[src/verilog/icc_pkg.sv]
package icc_pkg;
    // Register byte offsets on the AHB-Lite slave.
    localparam logic [7:0]  CTRL_OFS     = 8'h00;
    localparam logic [7:0]  BUF_OFS      = 8'h04;
    localparam logic [7:0]  STAT_OFS     = 8'h08;
    localparam logic [7:0]  MASK_OFS     = 8'h0C;
    // Control register field positions.
    localparam int          IDLE_BIT     = 13;
    localparam int          TSEL_BIT     = 7;
    localparam int          CPI_LSB      = 5;
    localparam int          OVF_BIT      = 4;
    localparam int          BNE_BIT      = 3;
    localparam int          MODE_LSB     = 0;
    localparam logic [15:0] CTRL_RST     = 16'h0000;
    localparam logic [15:0] CTRL_WMASK   = 16'h20E7;
    // Status bits: 0 capture interrupt, 1 wake interrupt, 2 overflow event.
    localparam int          NUM_EVT      = 3;
    localparam logic [2:0]  EVT_RST      = 3'h0;
    localparam int          FIFO_DEPTH   = 4;
    localparam logic [2:0]  MODE_OFF     = 3'h0;
    localparam logic [2:0]  MODE_BOTH    = 3'h1;
    localparam logic [2:0]  MODE_FALL    = 3'h2;
    localparam logic [2:0]  MODE_RISE    = 3'h3;
    localparam logic [2:0]  MODE_RISE4   = 3'h4;
    localparam logic [2:0]  MODE_RISE16  = 3'h5;
    localparam logic [2:0]  MODE_UNUSED  = 3'h6;
    localparam logic [2:0]  MODE_WAKE    = 3'h7;
    localparam logic [3:0]  PRESC4_LAST  = 4'h3;
    localparam logic [3:0]  PRESC16_LAST = 4'hF;
endpackage : icc_pkg

[src/verilog/icc_capture.sv]
`timescale 1ns/1ps
// Notes on behaviour
// - Stop-in-idle bit halts capture during Idle; the mode 111 wake interrupt still fires.
// - Timebase bit picks timer two or three.
// - Interrupt every one to four captures.
// - Overflow flag reads one after overflow.
// - Buffer status bit shows unread captures.
// - Mode 000 turns capture off.
// - 011 rising edges, 010 falling edges.
// - 100 every 4th, 101 every 16th rise.
// - Mode 110 stops capture; unlike 000 it does not clear overflow.
// - Mode 111: rising-edge wake interrupt in Sleep/Idle.
// - Both-edge mode 001 ignores interrupt count.
// - Control bits 15-14, 12-8 read zero.
// - Status bits write-one-to-clear, zero after reset.
module icc_capture (
    input  wire logic        core_clk,
    input  wire logic        reset,
    input  wire logic        capture_pin,
    input  wire logic [15:0] timer_two_count,
    input  wire logic [15:0] timer_three_count,
    input  wire logic        cpu_idle,
    input  wire logic        cpu_sleep,
    input  wire logic        hsel,
    input  wire logic [31:0] haddr,
    input  wire logic [1:0]  htrans,
    input  wire logic        hwrite,
    input  wire logic [2:0]  hsize,
    input  wire logic [31:0] hwdata,
    input  wire logic        hready,
    output logic [31:0]      hrdata,
    output logic             hreadyout,
    output logic             hresp,
    output logic             irq
);
    logic [15:0] ctrl_ff;
    logic [2:0]  status_ff;
    logic [2:0]  mask_ff;
    logic        ovf_ff;
    logic [1:0]  cpi_cnt_ff;
    logic [3:0]  presc_ff;
    logic        wr_pend_ff;
    logic [7:0]  wr_addr_ff;
    logic [31:0] hrdata_ff;
    logic        irq_ff;
    logic        rise;
    logic        fall;
    logic [2:0]  mode;
    logic        halted;
    logic        edge_hit;
    logic        capture_evt;
    logic        irq_evt;
    logic        wake_evt;
    logic        fifo_full;
    logic        fifo_empty;
    logic [15:0] fifo_data;
    logic [15:0] stamp;
    logic        addr_phase;
    logic        rd_pop;
    logic [15:0] ctrl_view;
    logic [1:0]  nxt_cpi_cnt;

    assign mode   = ctrl_ff[icc_pkg::MODE_LSB +: 3];
    assign halted = ctrl_ff[icc_pkg::IDLE_BIT] & cpu_idle;

    icc_edge_detect u_edge (
        .core_clk   (core_clk),
        .reset      (reset),
        .pin_in     (capture_pin),
        .rise_pulse (rise),
        .fall_pulse (fall)
    );

    // Prescaler for the every-4th and every-16th rising edge modes.
    always_ff @(posedge core_clk or posedge reset) begin
        if (reset) begin
            presc_ff <= 4'h0;
        end else if (mode != icc_pkg::MODE_RISE4 && mode != icc_pkg::MODE_RISE16) begin
            presc_ff <= 4'h0;
        end else if (rise && !halted) begin
            presc_ff <= presc_ff + 4'h1;
        end
    end

    always_comb begin
        case (mode)
            icc_pkg::MODE_BOTH:   edge_hit = rise | fall;
            icc_pkg::MODE_FALL:   edge_hit = fall;
            icc_pkg::MODE_RISE:   edge_hit = rise;
            icc_pkg::MODE_RISE4:  edge_hit = rise & (presc_ff[1:0] == icc_pkg::PRESC4_LAST[1:0]);
            icc_pkg::MODE_RISE16: edge_hit = rise & (presc_ff == icc_pkg::PRESC16_LAST);
            default:              edge_hit = 1'b0;
        endcase
    end

    assign capture_evt = edge_hit & ~halted;
    // Mode 111 ignores the stop-in-idle bit and every other control field.
    assign wake_evt = (mode == icc_pkg::MODE_WAKE) & rise & (cpu_sleep | cpu_idle);
    assign stamp = ctrl_ff[icc_pkg::TSEL_BIT] ? timer_two_count : timer_three_count;

    // Interrupt decimation counter; restarts in modes 000 and 110, holds while halted or in mode 111.
    always_comb begin
        nxt_cpi_cnt = cpi_cnt_ff;
        irq_evt     = 1'b0;
        if (capture_evt) begin
            if (mode == icc_pkg::MODE_BOTH) begin
                irq_evt = 1'b1;
            end else if (cpi_cnt_ff == ctrl_ff[icc_pkg::CPI_LSB +: 2]) begin
                irq_evt     = 1'b1;
                nxt_cpi_cnt = 2'h0;
            end else begin
                nxt_cpi_cnt = cpi_cnt_ff + 2'h1;
            end
        end
    end

    always_ff @(posedge core_clk or posedge reset) begin
        if (reset) begin
            cpi_cnt_ff <= 2'h0;
        end else if (mode == icc_pkg::MODE_OFF || mode == icc_pkg::MODE_UNUSED) begin
            cpi_cnt_ff <= 2'h0;
        end else begin
            cpi_cnt_ff <= nxt_cpi_cnt;
        end
    end

    // AHB-Lite decode: the slave never stalls, so every transfer completes in zero waits.
    assign addr_phase = hsel & hready & htrans[1];
    assign rd_pop = addr_phase & ~hwrite & (haddr[7:0] == icc_pkg::BUF_OFS);

    icc_fifo u_fifo (
        .core_clk (core_clk),
        .reset    (reset),
        .wr_en    (capture_evt & ~fifo_full),
        .wr_data  (stamp),
        .rd_en    (rd_pop),
        .rd_data  (fifo_data),
        .full     (fifo_full),
        .empty    (fifo_empty)
    );

    // Overflow sticks until the buffer drains or the channel is turned off.
    always_ff @(posedge core_clk or posedge reset) begin
        if (reset) begin
            ovf_ff <= 1'b0;
        end else if (capture_evt && fifo_full) begin
            ovf_ff <= 1'b1;
        end else if (mode == icc_pkg::MODE_OFF || fifo_empty) begin
            ovf_ff <= 1'b0;
        end
    end

    always_comb begin
        ctrl_view = ctrl_ff & icc_pkg::CTRL_WMASK;
        // The flag register clears one cycle after the queue drains, so gate it here.
        ctrl_view[icc_pkg::OVF_BIT] = ovf_ff & ~fifo_empty;
        ctrl_view[icc_pkg::BNE_BIT] = ~fifo_empty;
    end

    always_ff @(posedge core_clk or posedge reset) begin
        if (reset) begin
            wr_pend_ff <= 1'b0;
            wr_addr_ff <= 8'h00;
        end else begin
            wr_pend_ff <= addr_phase & hwrite;
            wr_addr_ff <= haddr[7:0];
        end
    end

    // Control and mask registers are only written through the data-phase write path.
    always_ff @(posedge core_clk or posedge reset) begin
        if (reset) begin
            ctrl_ff <= icc_pkg::CTRL_RST;
            mask_ff <= icc_pkg::EVT_RST;
        end else if (wr_pend_ff) begin
            if (wr_addr_ff == icc_pkg::CTRL_OFS) begin
                ctrl_ff <= hwdata[15:0] & icc_pkg::CTRL_WMASK;
            end
            if (wr_addr_ff == icc_pkg::MASK_OFS) begin
                mask_ff <= hwdata[2:0];
            end
        end
    end

    // A new event in the same cycle as its write-one-to-clear keeps the bit set.
    always_ff @(posedge core_clk or posedge reset) begin
        if (reset) begin
            status_ff <= icc_pkg::EVT_RST;
        end else begin
            status_ff <= (status_ff
                          & ~((wr_pend_ff && wr_addr_ff == icc_pkg::STAT_OFS)
                              ? hwdata[2:0] : 3'h0))
                         | {capture_evt & fifo_full, wake_evt, irq_evt};
        end
    end

    always_ff @(posedge core_clk or posedge reset) begin
        if (reset) begin
            irq_ff <= 1'b0;
        end else begin
            irq_ff <= |(status_ff & mask_ff);
        end
    end

    // Read data is registered at the address phase and shown in the data phase.
    always_ff @(posedge core_clk or posedge reset) begin
        if (reset) begin
            hrdata_ff <= 32'h0000_0000;
        end else if (addr_phase && !hwrite) begin
            case (haddr[7:0])
                icc_pkg::CTRL_OFS: hrdata_ff <= {16'h0000, ctrl_view};
                icc_pkg::BUF_OFS:  hrdata_ff <= {16'h0000, fifo_data};
                icc_pkg::STAT_OFS: hrdata_ff <= {29'h0000_0000, status_ff};
                icc_pkg::MASK_OFS: hrdata_ff <= {29'h0000_0000, mask_ff};
                default:           hrdata_ff <= 32'h0000_0000;
            endcase
        end
    end

    assign hrdata    = hrdata_ff;
    assign hreadyout = 1'b1;
    assign hresp     = 1'b0;
    assign irq       = irq_ff;
endmodule : icc_capture

[src/verilog/icc_edge_detect.sv]
`timescale 1ns/1ps
// Two-flop synchroniser followed by an edge detector on the second stage only.
module icc_edge_detect (
    input  wire logic core_clk,
    input  wire logic reset,
    input  wire logic pin_in,
    output logic      rise_pulse,
    output logic      fall_pulse
);
    logic meta_ff;
    logic sync_ff;
    logic prev_ff;

    always_ff @(posedge core_clk or posedge reset) begin
        if (reset) begin
            meta_ff <= 1'b0;
            sync_ff <= 1'b0;
            prev_ff <= 1'b0;
        end else begin
            meta_ff <= pin_in;
            sync_ff <= meta_ff;
            prev_ff <= sync_ff;
        end
    end

    assign rise_pulse = sync_ff & ~prev_ff;
    assign fall_pulse = ~sync_ff & prev_ff;
endmodule : icc_edge_detect

[src/verilog/icc_fifo.sv]
`timescale 1ns/1ps
// Small capture buffer: oldest entry shown on rd_data while not empty.
module icc_fifo (
    input  wire logic        core_clk,
    input  wire logic        reset,
    input  wire logic        wr_en,
    input  wire logic [15:0] wr_data,
    input  wire logic        rd_en,
    output logic [15:0]      rd_data,
    output logic             full,
    output logic             empty
);
    logic [15:0] mem [icc_pkg::FIFO_DEPTH];
    logic [1:0]  wp_ff;
    logic [1:0]  rp_ff;
    logic [2:0]  cnt_ff;
    logic        do_wr;
    logic        do_rd;

    assign full  = (cnt_ff == 3'(icc_pkg::FIFO_DEPTH));
    assign empty = (cnt_ff == 3'h0);
    assign do_wr = wr_en & ~full;
    assign do_rd = rd_en & ~empty;
    assign rd_data = mem[rp_ff];

    always_ff @(posedge core_clk) begin
        if (do_wr) begin
            mem[wp_ff] <= wr_data;
        end
    end

    always_ff @(posedge core_clk or posedge reset) begin
        if (reset) begin
            wp_ff  <= 2'h0;
            rp_ff  <= 2'h0;
            cnt_ff <= 3'h0;
        end else begin
            if (do_wr) begin
                wp_ff <= wp_ff + 2'h1;
            end
            if (do_rd) begin
                rp_ff <= rp_ff + 2'h1;
            end
            cnt_ff <= cnt_ff + 3'(do_wr) - 3'(do_rd);
        end
    end
endmodule : icc_fifo

[config.mk]
export PLATFORM = sky130hd
export DESIGN_NAME = icc_capture
export DESIGN_NICKNAME = d
export VERILOG_FILES = /design/src/verilog/icc_pkg.sv /design/src/verilog/icc_capture.sv /design/src/verilog/icc_edge_detect.sv /design/src/verilog/icc_fifo.sv
export SDC_FILE = /design/constraint.sdc
export NUM_CORES = 1
export LEC_CHECK = 0
export BUFFER_PORTS_ARGS = -buffer_cell sky130_fd_sc_hd__buf_4
export CAP_MARGIN = 5
export CORE_ASPECT_RATIO = 0.7
export CORE_MARGIN = 2
export CORE_UTILIZATION = 40
export DETAILED_ROUTE_END_ITERATION = 10
export GPL_TIMING_DRIVEN = 0
export PLACE_DENSITY = 0.67
export SLEW_MARGIN = 20
export SYNTH_ARGS = -nofsm -noshare
export SYNTH_HDL_FRONTEND = slang
export SYNTH_SLANG_ARGS = --single-unit
[constraint.sdc]
create_clock -name core_clk -period 4.76 [get_ports core_clk]
set_input_delay 0.238 -clock core_clk [delete_from_list [all_inputs] [get_ports core_clk]]
set_output_delay 0.238 -clock core_clk [all_outputs]
set_load 0.05 [all_outputs]
==> run_results.csv <==
group,metric,value,unit
layout,layout_common_cells,"sky130_fd_sc_hd__buf_4 (90), sky130_fd_sc_hd__edfxtp_1 (64), sky130_fd_sc_hd__dfrtp_1 (56)",
synthesis,synthCells,344,
pwr,irDropWorstVdd,0.253,mV
floorplan,die_h,99.4,um
setup_path,worst_ep_required_time,5.05,ns
global_routing,track_usage,17.0,%
placement,hpwlAfterDp,7500,um
synthesis,synth.yosys.seq_area_share,63.9,%
placement,gp_congestion,0.758,
sta,final_hold_viol_count,0,
sta,final_period_minus_worst_setup_slack,2.87,ns
placement,numPlacedInstances,594,
sta,finalSetupTns,0,ns
setup_path,cp_slowest_cell,"sky130_fd_sc_hd__dlygate4sd3_1",
setup_path,worstSetupEndpointType,"register",
clock_network,clock_buffers_created_by_tritoncts,17,
layout,fillers,1045,
detailed_routing,drtIter0Drc,171,
detailed_routing,routed_via_density,5.03,
clock_network,clock_sink_count,120,
setup_path,critPathArrivalTime,3.16,ns
clock_network,ctsResizeCount,0,
global_routing,number_of_antenna_violations_at_the_first_check_in_global_routing,0,
sta,rsz0062_at_grt,"no",
hold_path,hp-class,"input port to register",
floorplan,placement_rows,34,
clock_network,clk_pin_slew_worst_paths,0.05,ns
sta,transition_time_of_the_tightest_slew_check_pin,0.919,ns
floorplan,ios,144,
clock_network,insertion_delay,0.41,ns
setup_path,cp-startpoint,"haddr[7]",
detailed_routing,route.vias.total,3198,
placement,placed_cell_area,6000,sq um
layout,layout.nets,580,
clock_network,ctsHoldBuffers,10,
floorplan,core_area,12500,sq um
sta,worst_hold_slack,0.0400,ns
pwr,power_per_cell_area,378,nW/um^2
setup_path,worst_r2r_startpoint,"ctrl_ff[2]",
placement,io_buffers,72,
floorplan,die_ar,13900,sq um
sta,maxSlewHeadroom,38.7,%
clock_network,ctsRootBufferMaster,"sky130_fd_sc_hd__clkbuf_16",
setup_path,crit_family,"simple AND/OR/NAND/NOR gates",
clock_network,cts_tree,"yes",
detailed_routing,routed_wire_length_per_instance,17.4,um
detailed_routing,firstDrtPassIters,5,
outcome,result_of_the_run,"finished clean",
detailed_routing,drt_drc_violations_left,0,
layout,final_common_cell,"sky130_fd_sc_hd__buf_4",
setup_path,path_max_fanout,8,
pwr,p_leak,0.00277,uW
floorplan,start_util,41.4,%
sta,maxClockFrequency,349,MHz
layout,antenna_cells_inserted,0,
sta,period_share,60.2,%
setup_path,timing.critical_path.buf_inv,4,
clock_network,max-clock-path-buffers,2,
synthesis,syn-mean-instance-area,15.1,sq um
detailed_routing,detail-route-antenna-nets,0,
global_routing,grt_max_degree,57,
synthesis,synth_ff_type,"sky130_fd_sc_hd__edfxtp_1",
setup_path,crit_chain,"dlygate4sd3_1 > buf_4 > or4_4 > or4_4 > buf_6 > nor2_4 > ha_1 > inv_1 > ha_1 > fa_1 > xnor2_1",
sta,finClkSkew,0.00879,ns
hold_path,timing.hold.worst.start,"hwdata[6]",
clock_network,htree_num_levels,4,
synthesis,post_synth_instance_area,5200,sq um
sta,report.final.setup_viol,0,
layout,final_cell_area,6670,sq um
clock_network,postCtsSetupRepairBufs,0,
setup_path,slowest_delay,0.54,ns
setup_path,critPathLaunchType,"input port",
sta,maxSlewViolCount,0,
run,maxCapViolCount,0,
layout,areaGrowthSynthToFinish,28.3,%
global_routing,grt_first_pass_wirelength,17700,um
synthesis,postSynth.asyncResetShare,46.7,%
pwr,fin_total_pwr,2520,uW
detailed_routing,route.final.wire_length,11100,um
layout,area_occupied_by_multi_input_gates,1670,sq um
synthesis,ys_warn_count,0,
setup_path,critPathKind,"input port to register",
synthesis,synth_edf_count,64,
layout,register_area,3320,sq um
synthesis,post_synth_num_cell_types,51,
global_routing,overflow,0,
layout,finish.cell_count_without_fillers,636,
synthesis,synth_seq_cells,120,
floorplan,floorplan.die.width,140,um
global_routing,first_global_vias,3314,
layout,post_route_cells_drive_above_1_share,37.6,%
## power by group
part,internal [uW],switching [uW]
registers,1110,13.1
clock network,768,459
logic,74.8,90.5
## layout make-up
cell class | instances | share of cell area, %
buffer | 32 | 3.13
clock buffer | 20 | 6.55
clock inverter | 12 | 1.95
inverter | 15 | 0.882
multi-input combinational | 193 | 25.0
sequential | 120 | 49.8
tap | 162 | 3.04
timing repair buffer | 82 | 9.60
## state kept, by name, indices dropped and copies added (netlist names), 2 cells and up
| signal | count |
|---|---|
| mask_ff | 3 |
| u_fifo.rp_ff | 2 |
| status_ff | 3 |
| ctrl_ff | 7 |
| u_fifo.wp_ff | 2 |
| cpi_cnt_ff | 2 |
| u_fifo.mem | 64 |
| wr_addr_ff | 8 |
| u_fifo.cnt_ff | 3 |
| presc_ff | 4 |
| hrdata | 16 |
## per-stage QoR
step	utilization (%)	worst slack [ns]
2_1_floorplan	-	2.29
3_3_place_gp	47.8	2.00
3_5_place_dp	47.8	1.89
4_1_cts	53.2	1.89
5_1_grt	53.2	1.69
6_report	53.2	1.89
## cells in the mapped netlist, types with 2 or more instances
master | count | area, sq um
sky130_fd_sc_hd__mux2i_1 | 8 | 80.1
sky130_fd_sc_hd__xor2_1 | 7 | 61.3
sky130_fd_sc_hd__o2bb2ai_1 | 2 | 17.5
sky130_fd_sc_hd__or3_1 | 3 | 18.8
sky130_fd_sc_hd__buf_2 | 4 | 20.0
sky130_fd_sc_hd__edfxtp_1 | 64 | 1920
sky130_fd_sc_hd__nand2_1 | 25 | 93.8
sky130_fd_sc_hd__xnor2_1 | 2 | 17.5
sky130_fd_sc_hd__nor3_1 | 2 | 10.0
sky130_fd_sc_hd__conb_1 | 2 | 7.51
sky130_fd_sc_hd__a32o_1 | 7 | 70.1
sky130_fd_sc_hd__buf_1 | 2 | 7.51
sky130_fd_sc_hd__a21oi_1 | 5 | 25.0
sky130_fd_sc_hd__and3_1 | 4 | 25.0
sky130_fd_sc_hd__ha_1 | 9 | 113
sky130_fd_sc_hd__o21ai_0 | 16 | 80.1
sky130_fd_sc_hd__o211ai_1 | 4 | 30.0
sky130_fd_sc_hd__or4_4 | 2 | 22.5
sky130_fd_sc_hd__buf_4 | 18 | 135
sky130_fd_sc_hd__buf_6 | 2 | 22.5
sky130_fd_sc_hd__clkbuf_1 | 5 | 18.8
sky130_fd_sc_hd__mux4_2 | 16 | 360
sky130_fd_sc_hd__inv_1 | 14 | 52.6
sky130_fd_sc_hd__dfrtp_1 | 56 | 1400
sky130_fd_sc_hd__nor2_1 | 6 | 22.5
sky130_fd_sc_hd__nand3_1 | 6 | 30.0
sky130_fd_sc_hd__mux2_2 | 29 | 327
## final timing paths
check,end,slack (ns),cells past startpoint
worst max-delay path,u_fifo.cnt_ff[2],1.89,11
worst min-delay path,ctrl_ff[6],0.04,3
worst max register to register,u_fifo.mem[3][5],1.91,5
worst min register to register,u_edge.sync_ff,0.34,0
max in group asynchronous,hrdata[9],3.81,3
min in group asynchronous,u_edge.sync_ff,0.48,3
## tightest hold or removal path: cells and delay by family
kind / cells / cell delay [ns]
AO/OA/AOI/OAI: 1 / 0.06
buffers and inverters: 1 / 0.08
AND/OR/NAND/NOR: 1 / 0.03
## routing by layer
metal / global-route usage, % / part of all wire (%)
met1: 24.1 / 47
met2: 25.4 / 45
met3: 5.06 / 6.0
met4: 5.83 / 1.2
met5: 0 / 0
## cell families after synthesis
family	synth area share (%)
flops	63.9
xor+xnor	1.83
mux	14.8
fa+ha+maj	2.55
buf+inv	5.10
compound gates	5.54
simple gates	6.14
other cells	0.144
Power figures use the tool's default switching activity.
